[config.mk]
export PLATFORM = sky130hd
export DESIGN_NAME = mcu_interrupt_request_logic
export DESIGN_NICKNAME = d
export VERILOG_FILES = /design/src/core/irq_pkg.sv /design/src/core/mcu_interrupt_request_logic.sv /design/src/core/irq_ret_stack.sv
export VERILOG_INCLUDE_DIRS = /design/src /design/src/core
export SDC_FILE = /design/constraint.sdc
export NUM_CORES = 1
export LEC_CHECK = 0
export BUFFER_PORTS_ARGS = -buffer_cell sky130_fd_sc_hd__buf_2
export CELL_PAD_IN_SITES_DETAIL_PLACEMENT = 1
export CELL_PAD_IN_SITES_GLOBAL_PLACEMENT = 2
export CORE_MARGIN = 8
export CORE_UTILIZATION = 40
export DETAILED_ROUTE_END_ITERATION = 6
export HOLD_SLACK_MARGIN = 0.08
export PLACE_DENSITY = 0.72
export SETUP_SLACK_MARGIN = 0.02
export SYNTH_ARGS = -nofsm -noshare
export SYNTH_HDL_FRONTEND = slang
export SYNTH_SLANG_ARGS = --single-unit
[constraint.sdc]
create_clock -name sys_clk -period 4.9 [get_ports sys_clk]
set_input_delay 0 -clock sys_clk [delete_from_list [all_inputs] [get_ports sys_clk]]
set_output_delay 0 -clock sys_clk [all_outputs]
set_load 0.01 [all_outputs]
[src/core/irq_cfg.svh]
/*
 Offsets, field positions, reset values and vectors of the interrupt block.
 Assumes inclusion by bare name from the package and design files.
*/
// Functional notes
// - Small group2: bit5 external peripheral flag, bit1 its enable.
// - Group2: bit4 serial module flag, bit0 its enable.
// - Large group2: bits7/6 timer3 A/P flags, bits3/2 their enables.
// - Unimplemented group bits read zero and ignore writes.
// - Group3: bit6 second SPI flag, bit2 enable; bits7 and 3 unused.
// - Group3: bit5 EEPROM done flag, bit1 its enable.
// - Group3: bit4 low-voltage flag, bit0 its enable.
// - Source event sets its flag whatever the enable.
// - Set flag dispatches only when its enable is one.
// - Global enable low blocks every interrupt.
// - Taking an interrupt pushes the next-instruction address onto the stack.
// - Then the program counter loads the serviced vector.
// - Return-from-interrupt pops the saved address back into the counter.
// - Servicing clears the global enable automatically.
// - Requests during service stay latched and are taken later.
// - Global enable set inside service allows a nested interrupt.
// - Full stack blocks all acknowledgement until it shrinks.
// - Simultaneous requests follow fixed priority.
// - Any flag becoming set wakes the device from sleep or idle; here only a source event setting a clear source flag wakes.
// - Flag already set before sleep causes no wake-up.
// - Group summary flag sets when a contained source flag sets; this block sets it only if that source's enable is already one.
// - Servicing clears the group summary flag, source flags stay.
`ifndef IRQ_CFG_SVH
`define IRQ_CFG_SVH
`define IRQ_ADDR_W 4
`define IRQ_PC_W 12
`define IRQ_STACK_DEPTH 8
`define IRQ_SP_W 4
`define IRQ_OFF_CTRL 4'h0
`define IRQ_OFF_GROUP2 4'h1
`define IRQ_OFF_GROUP3 4'h2
`define IRQ_OFF_SUMMARY 4'h3
`define IRQ_CTRL_GIE 0
`define IRQ_CTRL_FULL 7
`define IRQ_SUM_MF2E 0
`define IRQ_SUM_MF3E 1
`define IRQ_SUM_MF2F 4
`define IRQ_SUM_MF3F 5
`define IRQ_G2_TIMER3_CMP_A_FLAG 7
`define IRQ_G2_TIMER3_CMP_P_FLAG 6
`define IRQ_G2_XPF 5
`define IRQ_G2_SERIAL_MODULE_REQ_FLAG 4
`define IRQ_G2_XPE 1
`define IRQ_G2_SERIAL_MODULE_REQ_ENABLE 0
`define IRQ_G3_SPIF 6
`define IRQ_G3_DEF 5
`define IRQ_G3_LVF 4
`define IRQ_G3_SPIE 2
`define IRQ_G3_DEE 1
`define IRQ_G3_LVE 0
`define IRQ_MASK_G2_SMALL 8'h33
`define IRQ_MASK_G2_LARGE 8'hFF
`define IRQ_MASK_G3 8'h77
`define IRQ_REG_RESET 8'h00
`define IRQ_VEC_MF2 12'h020
`define IRQ_VEC_MF3 12'h02C
`endif

[src/core/irq_pkg.sv]
/*
 Types shared by the interrupt block.
 Assumes the constants header is on the include path.
*/
`include "irq_cfg.svh"
`default_nettype none
package irq_pkg;
   typedef logic [`IRQ_PC_W-1:0] pc_t;
   typedef enum logic [1:0] {
      ST_RUN = 2'h1,
      ST_LOAD = 2'h2
   } disp_state_e;
endpackage
`default_nettype wire

[src/core/mcu_interrupt_request_logic.sv]
/*
 Request flags, enables, group summary flags and dispatch of the
 second and third multi-function interrupt groups.
 Assumes the core pulses its boundary, call, return and interrupt-return
 strobes on the same clock, and that event inputs are one-cycle pulses.
*/
// Implementation choices: the register offsets and strobed register access.
`include "irq_cfg.svh"
`default_nettype none
module mcu_interrupt_request_logic
   import irq_pkg::*;
#(
   parameter bit LARGE_VARIANT = 1'b1
)
(
   input wire logic sys_clk,
   input wire logic sys_rst,
   input wire logic [`IRQ_ADDR_W-1:0] regAddr,
   input wire logic [7:0] regWrData,
   input wire logic regWr,
   input wire logic regRd,
   output logic [7:0] regRdData,
   input wire logic extPeriphEvent,
   input wire logic serialEvent,
   input wire logic timer3CmpAEvent,
   input wire logic timer3CmpPEvent,
   input wire logic secondSpiEvent,
   input wire logic eepromDoneEvent,
   input wire logic lowVoltageEvent,
   input wire logic cpuBoundary,
   input wire pc_t cpuNextPc,
   input wire logic cpuCall,
   input wire logic cpuRet,
   input wire logic cpuReti,
   input wire logic cpuSleeping,
   output logic pcLoad,
   output pc_t pcLoadAddr,
   output logic wakeUp
);
   // Enable for flag bit i+4 lives at bit i in both groups
   function automatic logic groupHit(input logic [7:0] setVec, input logic [7:0] regVal);
      groupHit = |(setVec[7:4] & regVal[3:0]);
   endfunction

   function automatic logic freshSet(input logic [7:0] setVec, input logic [7:0] regVal);
      freshSet = |(setVec & ~regVal);
   endfunction

   disp_state_e state;
   disp_state_e next_state;
   logic [7:0] group2;
   logic [7:0] group3;
   logic globalEnable;
   logic mf2Enable;
   logic mf3Enable;
   logic mf2Flag;
   logic mf3Flag;
   pc_t stackTop;
   logic [`IRQ_SP_W-1:0] stackDepth;
   logic stackFull;

   wire [7:0] mask2 = LARGE_VARIANT ? `IRQ_MASK_G2_LARGE : `IRQ_MASK_G2_SMALL;
   wire [7:0] mask3 = `IRQ_MASK_G3;

   wire [7:0] rawSet2 = {timer3CmpAEvent, timer3CmpPEvent, extPeriphEvent,
                         serialEvent, 4'h0};
   wire [7:0] rawSet3 = {1'b0, secondSpiEvent, eepromDoneEvent, lowVoltageEvent, 4'h0};
   wire [7:0] hwSet2 = rawSet2 & mask2;
   wire [7:0] hwSet3 = rawSet3 & mask3;

   wire selCtrl = (regAddr == `IRQ_OFF_CTRL);
   wire selG2 = (regAddr == `IRQ_OFF_GROUP2);
   wire selG3 = (regAddr == `IRQ_OFF_GROUP3);
   wire selSum = (regAddr == `IRQ_OFF_SUMMARY);
   wire wrCtrl = regWr && selCtrl;
   wire wrG2 = regWr && selG2;
   wire wrG3 = regWr && selG3;
   wire wrSum = regWr && selSum;

   // write then hardware set, set wins
   wire [7:0] next_group2 = ((wrG2 ? regWrData : group2) | hwSet2) & mask2;
   wire [7:0] next_group3 = ((wrG3 ? regWrData : group3) | hwSet3) & mask3;

   // enabled source feeds its group flag
   wire mf2Set = groupHit(hwSet2, group2);
   wire mf3Set = groupHit(hwSet3, group3);

   wire req2 = mf2Flag && mf2Enable;
   wire req3 = mf3Flag && mf3Enable;
   wire anyReturn = cpuRet || cpuReti;
   wire cpuBusy = cpuCall || anyReturn;

   wire take = (state == ST_RUN) && cpuBoundary && !cpuBusy && globalEnable &&
               !stackFull && (req2 || req3);
   // group 2 ahead of group 3
   wire takeMf2 = take && req2;
   wire takeMf3 = take && !req2;
   wire pc_t vecSel = req2 ? `IRQ_VEC_MF2 : `IRQ_VEC_MF3;
   wire doReturn = (state == ST_RUN) && anyReturn;

   // service clears group flag unless set again
   wire next_mf2Flag = mf2Set || (!takeMf2 && (wrSum ? regWrData[`IRQ_SUM_MF2F] : mf2Flag));
   wire next_mf3Flag = mf3Set || (!takeMf3 && (wrSum ? regWrData[`IRQ_SUM_MF3F] : mf3Flag));

   // entry clears global enable; interrupt return restores it, plain return does not
   wire next_globalEnable = take ? 1'b0 :
                            wrCtrl ? regWrData[`IRQ_CTRL_GIE] :
                            (cpuReti && doReturn) ? 1'b1 : globalEnable;

   // only a flag going from clear to set wakes
   wire next_wakeUp = cpuSleeping && (freshSet(hwSet2, group2) || freshSet(hwSet3, group3));

   wire pc_t next_pcLoadAddr = take ? vecSel : doReturn ? stackTop : pcLoadAddr;
   wire next_pcLoad = take || doReturn;

   wire [7:0] ctrlView = {stackFull, 6'h00, globalEnable};
   wire [7:0] sumView = {2'h0, mf3Flag, mf2Flag, 2'h0, mf3Enable, mf2Enable};
   wire [7:0] rdMux = selCtrl ? ctrlView :
                      selG2 ? group2 :
                      selG3 ? group3 :
                      selSum ? sumView : 8'h00;
   wire [7:0] next_regRdData = regRd ? rdMux : 8'h00;

   always_comb begin
      next_state = state;
      unique case (state)
         ST_RUN: begin
            if (next_pcLoad) begin
               next_state = ST_LOAD;
            end
         end
         ST_LOAD: begin
            next_state = ST_RUN;
         end
         default: begin
            next_state = ST_RUN;
         end
      endcase
   end

   // address pushed on entry, popped on return
   irq_ret_stack u_stack (
      .sys_clk(sys_clk),
      .sys_rst(sys_rst),
      .push(take || (cpuCall && cpuBoundary && state == ST_RUN)),
      .pop(doReturn),
      .pushAddr(cpuNextPc),
      .topAddr(stackTop),
      .depth(stackDepth),
      .full(stackFull)
   );

   always_ff @(posedge sys_clk) begin
      if (sys_rst) begin
         state <= ST_RUN;
         group2 <= `IRQ_REG_RESET;
         group3 <= `IRQ_REG_RESET;
         globalEnable <= 1'b0;
         mf2Enable <= 1'b0;
         mf3Enable <= 1'b0;
         mf2Flag <= 1'b0;
         mf3Flag <= 1'b0;
      end else begin
         state <= next_state;
         group2 <= next_group2;
         group3 <= next_group3;
         globalEnable <= next_globalEnable;
         mf2Flag <= next_mf2Flag;
         mf3Flag <= next_mf3Flag;
         if (wrSum) begin
            mf2Enable <= regWrData[`IRQ_SUM_MF2E];
            mf3Enable <= regWrData[`IRQ_SUM_MF3E];
         end
      end
   end

   // vector or return address drives the counter
   always_ff @(posedge sys_clk) begin
      if (sys_rst) begin
         pcLoad <= 1'b0;
         pcLoadAddr <= '0;
         wakeUp <= 1'b0;
         regRdData <= 8'h00;
      end else begin
         pcLoad <= next_pcLoad;
         pcLoadAddr <= next_pcLoadAddr;
         wakeUp <= next_wakeUp;
         regRdData <= next_regRdData;
      end
   end
endmodule
`default_nettype wire

[src/core/irq_ret_stack.sv]
/*
 Hardware return-address stack with push, pop and full indication.
 Assumes push and pop never arrive in the same cycle.
*/
`include "irq_cfg.svh"
`default_nettype none
module irq_ret_stack
   import irq_pkg::*;
(
   input wire logic sys_clk,
   input wire logic sys_rst,
   input wire logic push,
   input wire logic pop,
   input wire pc_t pushAddr,
   output pc_t topAddr,
   output logic [`IRQ_SP_W-1:0] depth,
   output logic full
);
   pc_t mem [`IRQ_STACK_DEPTH];
   logic [`IRQ_SP_W-1:0] sp;
   wire doPush = push && !full;
   wire doPop = pop && (sp != '0);
   wire [`IRQ_SP_W-1:0] topIdx = sp - `IRQ_SP_W'(1);

   always_ff @(posedge sys_clk) begin
      if (sys_rst) begin
         sp <= '0;
      end else if (doPush) begin
         sp <= sp + `IRQ_SP_W'(1);
      end else if (doPop) begin
         sp <= topIdx;
      end
   end

   // Storage carries no reset; only the pointer defines validity
   always_ff @(posedge sys_clk) begin
      if (doPush) begin
         mem[sp[`IRQ_SP_W-2:0]] <= pushAddr;
      end
   end

   assign topAddr = (sp == '0) ? pc_t'(0) : mem[topIdx[`IRQ_SP_W-2:0]];
   assign depth = sp;
   assign full = (sp == `IRQ_SP_W'(`IRQ_STACK_DEPTH));
endmodule
`default_nettype wire

==> results of run 1 <==
[worst max-delay path, cell delays in order (launching register included)]
cell,delay (ns)
dfxtp_2,1.06
inv_1,0.21
ha_1,0.32
nand3b_1,0.15
nand3_1,0.19
or2_2,0.45
nor4b_2,0.66
buf_4,0.29
[Yosys cell counts (all sizes together), types with 2 or more instances]
cell type,instances,area [µm²]
nand2b,2,12.5
or3,2,12.5
dfxtp,47,941
a221oi,2,17.5
a21oi,15,75.1
nand2,20,75.1
mux4,25,563
o22ai,2,12.5
nand3b,2,15.0
nor2b,6,37.5
a211o,2,17.5
nor4,5,31.3
buf,6,40.0
clkbuf,11,41.3
a22oi,3,22.5
inv,11,41.3
nor2,31,116
and3,2,12.5
and2,2,12.5
mux2i,28,280
ha,2,25.0
edfxtp,96,2880
nor3,7,40.0
a22o,2,17.5
nand3,3,15.0
a31oi,2,12.5
o21ai,13,65.1
o221ai,2,17.5
mux2,5,56.3
[stage by stage]
step	power, mW	cell area [µm²]	utilization
floorplan	2.03	5640	-
global placement	2.27	6220	0.450
detailed placement	2.29	6220	0.450
CTS	3.47	7220	0.522
global route	3.58	7220	0.522
finish	3.42	7220	0.522
[cell families after synthesis]
group	after synthesis	synth area share
AO/OA/AOI/OAI	48	0.0542
adder cells (fa/ha/maj)	2	0.00444
XOR/XNOR	2	0.00311
AND/OR/NAND/NOR	89	0.0784
multiplexers	58	0.160
buffers and inverters	28	0.0218
flip-flops	143	0.679
[where the power goes]
part	leakage [nW]	switching [mW]	internal, mW	total [mW]
clock	0.253	0.486	0.655	1.14
sequential	1.25	0.107	1.38	1.49
combinational	1.28	0.392	0.404	0.796
total	2.78	0.985	2.44	3.42
[metal layers]
layer	global-route usage	routed length, µm	vias to the layer above	part of all wire
met5	0	0	-	0
met4	0.0530	168	0	0.012
met1	0.204	6250	1799	0.44
li1	-	-	1667	-
met3	0.0509	643	14	0.046
met2	0.269	7020	71	0.50
[path summary, 6_finish.rpt]
check                                      start           endpoint  slack (ns)  cells past startpoint
worst min register to register     pcLoadAddr[7]      pcLoadAddr[7]        0.45                      2
worst min-delay path                  regAddr[3]          mf3Enable        0.10                      4
worst max-delay path            u_stack.depth[0]  u_stack.mem[4][9]        1.26                      7
worst max register to register  u_stack.depth[0]  u_stack.mem[4][9]        1.26                      7
[area by class of cell]
type                    count  area (µm²)  area share
inverters                  11        41.3     0.00572
clock buffers              21         450      0.0624
well taps                 180         225      0.0312
clock inverters            10        66.3     0.00919
multi-input cells         199        1730       0.240
flip-flops and latches    143        3820       0.530
repair buffers            121         876       0.121
[registers in the layout (all words and copies together), names as in the netlist]
signal         count
mf3Flag            1
pcLoadAddr        12
globalEnable       1
mf2Flag            1
regRdData          8
u_stack.depth      4
mf3Enable          1
state              2
group2             8
mf2Enable          1
u_stack.mem       96
pcLoad             1
wakeUp             1
group3             6
[what timing repair did]
| action | in CTS | in global routing |
|---|---|---|
| endpoints found under the setup margin | 0 | 0 |
| hold buffers | 48 | 0 |
| hold endpoints to repair | 127 | 0 |
==> out/summary.txt, run 1 <==
Final setup slack of the worst path: 1.26 ns
Layout area overhead: 28.1%
Most common cell after layout, fill and taps aside: edfxtp_1
WHS: 0.100 ns
Post-cts sizing count: 0
Setup Crit Path Kind: reg2reg
Mapped Avg Cell Area: 15.2 µm²
RePlAce Congestion: 0.747
Share of synthesized registers carrying an async set or reset: 0
Pleak: 2.78 nW
Final min period: 3.64 ns
Crit path capture type: flop
Ys flop type: edfxtp_1
Worst-margin pin slew: 1.11 ns
Floorplan die width: 135 µm
DRC Markers: 0
Total GRT Usage: 0.165
Clk slew on worst S/H paths: 0.06 ns
# setup viols final: 0
Worst EP required: 5.03 ns
WL final: 14100 µm
Max-slew violations: 0
Pre-CTS WS: 1.15 ns
Grt total ovfl: 0
Rows: 43
Clock skew: 0.00762 ns
First DRT Iteration DRCs: 211
Crit path launch type: flop
# fillers: 1352
Clock sinks: 143
Finished Layout Cells: 685
VDD IR max: 0.304 mV
RSZ-0062 raised after global routing: no
Number of diodes: 0
Htree depth: 4
Layout cell share with drive strength beyond 1: 0.287
Num ports: 62
Post-synth EDFFs: 96
WP data arrival: 3.77 ns
Post-Syn Nets: 412
Most frequent cells in the layout: edfxtp_1 (96), buf_2 (61), dlygate4sd3_1 (48)
Antenna Violating Nets Remaining: 0
DR vias: 3551
Avg WL per Cell: 20.6 µm
Core Area: 13800 µm²
Final #Nets: 535
First-pass GRT wire length: 22100 µm
Die Ht: 135 µm
Initial Util: 0.408
Register area share after synthesis: 0.679
Setup TNS: 0 ns
Relative slew slack: 0.259
Distinct cell type count after synthesis: 47
Number of setup buffers added after CTS: 0
Hold Vio Cnt, Final: 0
Max Cap Violations: 0
TritonCTS clock tree: yes
Status: finished clean
Clk buf depth: 2
Class of the worst hold path: in2reg
Synth Instances: 370
Seq cells post-synth: 143
DRT Pass-1 Iters: 4
Num CTS Buffers: 17
CTS Root Cell: clkbuf_16
Number of port buffers: 61
Final period util: 0.744
Ys Warns: 0
Achievable Freq: 0.274 GHz
Clk_lat worst skew: 0.42 ns
DP HPWL: 9230 µm
Via/cell ratio: 5.18
Crit Path Max Fanout: 32
Initial antenna violation count: 0
Placed Cells: 606
Synthesized area: 5640 µm²
Die area: 18100 µm²
Number of global-route vias before repair: 3805
PwrDens: 474 nW/µm²
Largest net degree at the start of global routing: 33
Power figures use the tool's default switching activity.
==> run 2, diff against run 1 <==
Settings changed: CORE_UTILIZATION 40 to 38.
Clock period 4.9 ns to 3.1 ns, I/O delays scaled along.
==> run 2 against run 1 <==
  * Sequential power is 53% higher
  * Critical path type unchanged
  * Largest power group unchanged
  * Highest routed layer unchanged
  * Via count is 0.68% higher
  * Power is 63% higher
  * Sequential share of layout area is 0.20 points lower
  * Routed wire length is 2.3% higher
  * Clock skew is 0.0013 ns higher
==> out/summary.txt, run 2 (synthesis gave the netlist of run 1 again) <==
DP HPWL: 9700 µm
Switching Share: 0.294
DR vias: 3575
Final setup slack of the worst path: 0.453 ns
# setup viols final: 0
Number of global-route vias before repair: 3861
Pre-CTS WS: 0.451 ns
Most frequent cells in the layout: edfxtp_1 (96), buf_2 (61), dfxtp_1 (46)
Clk_lat worst skew: 0.42 ns
Initial Util: 0.388
Seq pwr share: 0.408
GRT Max-Usage Layer: met2
Clk pwr share: 0.347
Max FFs per register: 96
Number of setup buffers added after CTS: 0
Switching power: 1.64 mW
Num CTS Buffers: 17
Crit path capture type: flop
Clock skew: 0.00895 ns
Htree depth: 4
Hold Startpoint: cpuRet
Register area: 3820 µm²
Layout area overhead: 28.6%
Die Ht: 138 µm
Class of the worst hold path: in2reg
Gate power share: 0.245
Met2 GRT Util: 0.244
Hold Crit Depth: 4
RR Startpoint: u_stack.depth[1]
Total GRT Usage: 0.159
Total chip power: 5.59 mW
Layout cell share with drive strength beyond 1: 0.292
PwrDens: 771 nW/µm²
WL final: 14400 µm
Cell depth of the worst flop-to-flop path: 7
Floorplan die width: 138 µm
DRC Markers: 0
CTS Root Cell: clkbuf_16
Largest net degree at the start of global routing: 33
Crit Path Max Fanout: 12
Max-slew violations: 0
Die area: 19000 µm²
Crit path launch type: flop
Final min period: 2.65 ns
Core Area: 14500 µm²
Number of port buffers: 61
Clk buf depth: 2
Final #Nets: 533
TritonCTS clock tree: yes
Pleak: 2.78 nW
First DRT Iteration DRCs: 348
Clk slew on worst S/H paths: 0.06 ns
Status: finished clean
Rows: 44
Worst R2R End: u_stack.mem[4][6]
Worst EP required: 3.21 ns
Relative slew slack: 0.566
Met3 Usage GRT: 0.0416
Met1 global-route usage: 0.214
RSZ-0062 raised after global routing: no
RePlAce Congestion: 0.749
Worst-margin pin slew: 0.651 ns
Internal reg-to-reg setup slack: 0.45 ns
Cell internal pwr: 3.95 mW
Multi-input gate area in the final layout: 1730 µm²
VDD IR max: 0.503 mV
Hold path endpoint: pcLoadAddr[5]
Via/cell ratio: 5.20
Antenna Violating Nets Remaining: 0
Achievable Freq: 0.378 GHz
Number of diodes: 0
WP data arrival: 2.75 ns
DRT Pass-1 Iters: 4
Post-cts sizing count: 0
Hold Vio Cnt, Final: 0
Setup Crit Path Kind: reg2reg
Clock sinks: 143
Initial antenna violation count: 0
Final period util: 0.854
Grt total ovfl: 0
Max Cap Violations: 0
Avg WL per Cell: 21.0 µm
Num ports: 62
# fillers: 1433
First-pass GRT wire length: 22000 µm
Most common cell after layout, fill and taps aside: edfxtp_1
==> run 2: per-stage QoR <==
stage          cell area, µm²  hold WS [ns]  std cells   util  setup TNS, ns
6_report                 7250        0.0939        688  0.499              0
5_1_grt                  7250         0.126        688  0.499              0
4_1_cts                  7250        0.0807        688  0.499              0
3_5_place_dp             6230         0.263        611  0.429              0
3_3_place_gp             6230         0.232        611  0.429              0
2_1_floorplan            5640        0.0989        370      -          -4.30
==> run 2: area by class of cell <==
class                           instances  area share
Timing Repair Buffer                  119       0.118
Inverter                               11     0.00570
Clock inverter                         13      0.0178
Clock buffer                           19      0.0597
Multi-Input combinational cell        199       0.239
Sequential cell                       143       0.528
Tap cell                              184      0.0318
==> run 2: timing repair <==
item / in CTS / in global routing
setup endpoints to repair: 0 / 0
endpoints found under the hold margin: 124 / 0
hold buffers: 45 / 0
==> run 2: worst max path at each step <==
stage | from | slack (ns) | endpoint
2_1_floorplan | u_stack.depth[0] | -0.18 | u_stack.mem[0][0]
3_3_place_gp | u_stack.depth[1] | 0.62 | u_stack.mem[4][7]
3_5_place_dp | u_stack.depth[1] | 0.45 | u_stack.mem[4][4]
4_1_cts | u_stack.depth[1] | 0.45 | u_stack.mem[4][7]
5_1_grt | u_stack.depth[1] | 0.32 | u_stack.mem[4][2]
6_report | u_stack.depth[1] | 0.45 | u_stack.mem[4][6]
==> run 2: routing by layer <==
| metal | up-vias | wire length, µm |
|---|---|---|
| li1 | 1665 | - |
| met1 | 1790 | 6560 |
| met2 | 104 | 6750 |
| met3 | 16 | 919 |
| met4 | 0 | 191 |
| met5 | - | 0 |
==> run 2: critical path, cell delays in order (launching register included) <==
cell and delay [ns]:
dfxtp_1 0.55, inv_1 0.16, ha_1 0.26, nand3b_1 0.15, nand3_1 0.21, or2_2 0.46, nor4b_2 0.28, buf_4 0.27
==> run 2: power groups by stage <==
stage          Sequential (mW)  Clock, mW  Combinational, mW
2_1_floorplan             2.30          0              0.907
3_3_place_gp              2.31          0               1.31
3_5_place_dp              2.32          0               1.34
4_1_cts                   2.28       1.98               1.39
5_1_grt                   2.30       2.04               1.49
6_report                  2.28       1.94               1.37
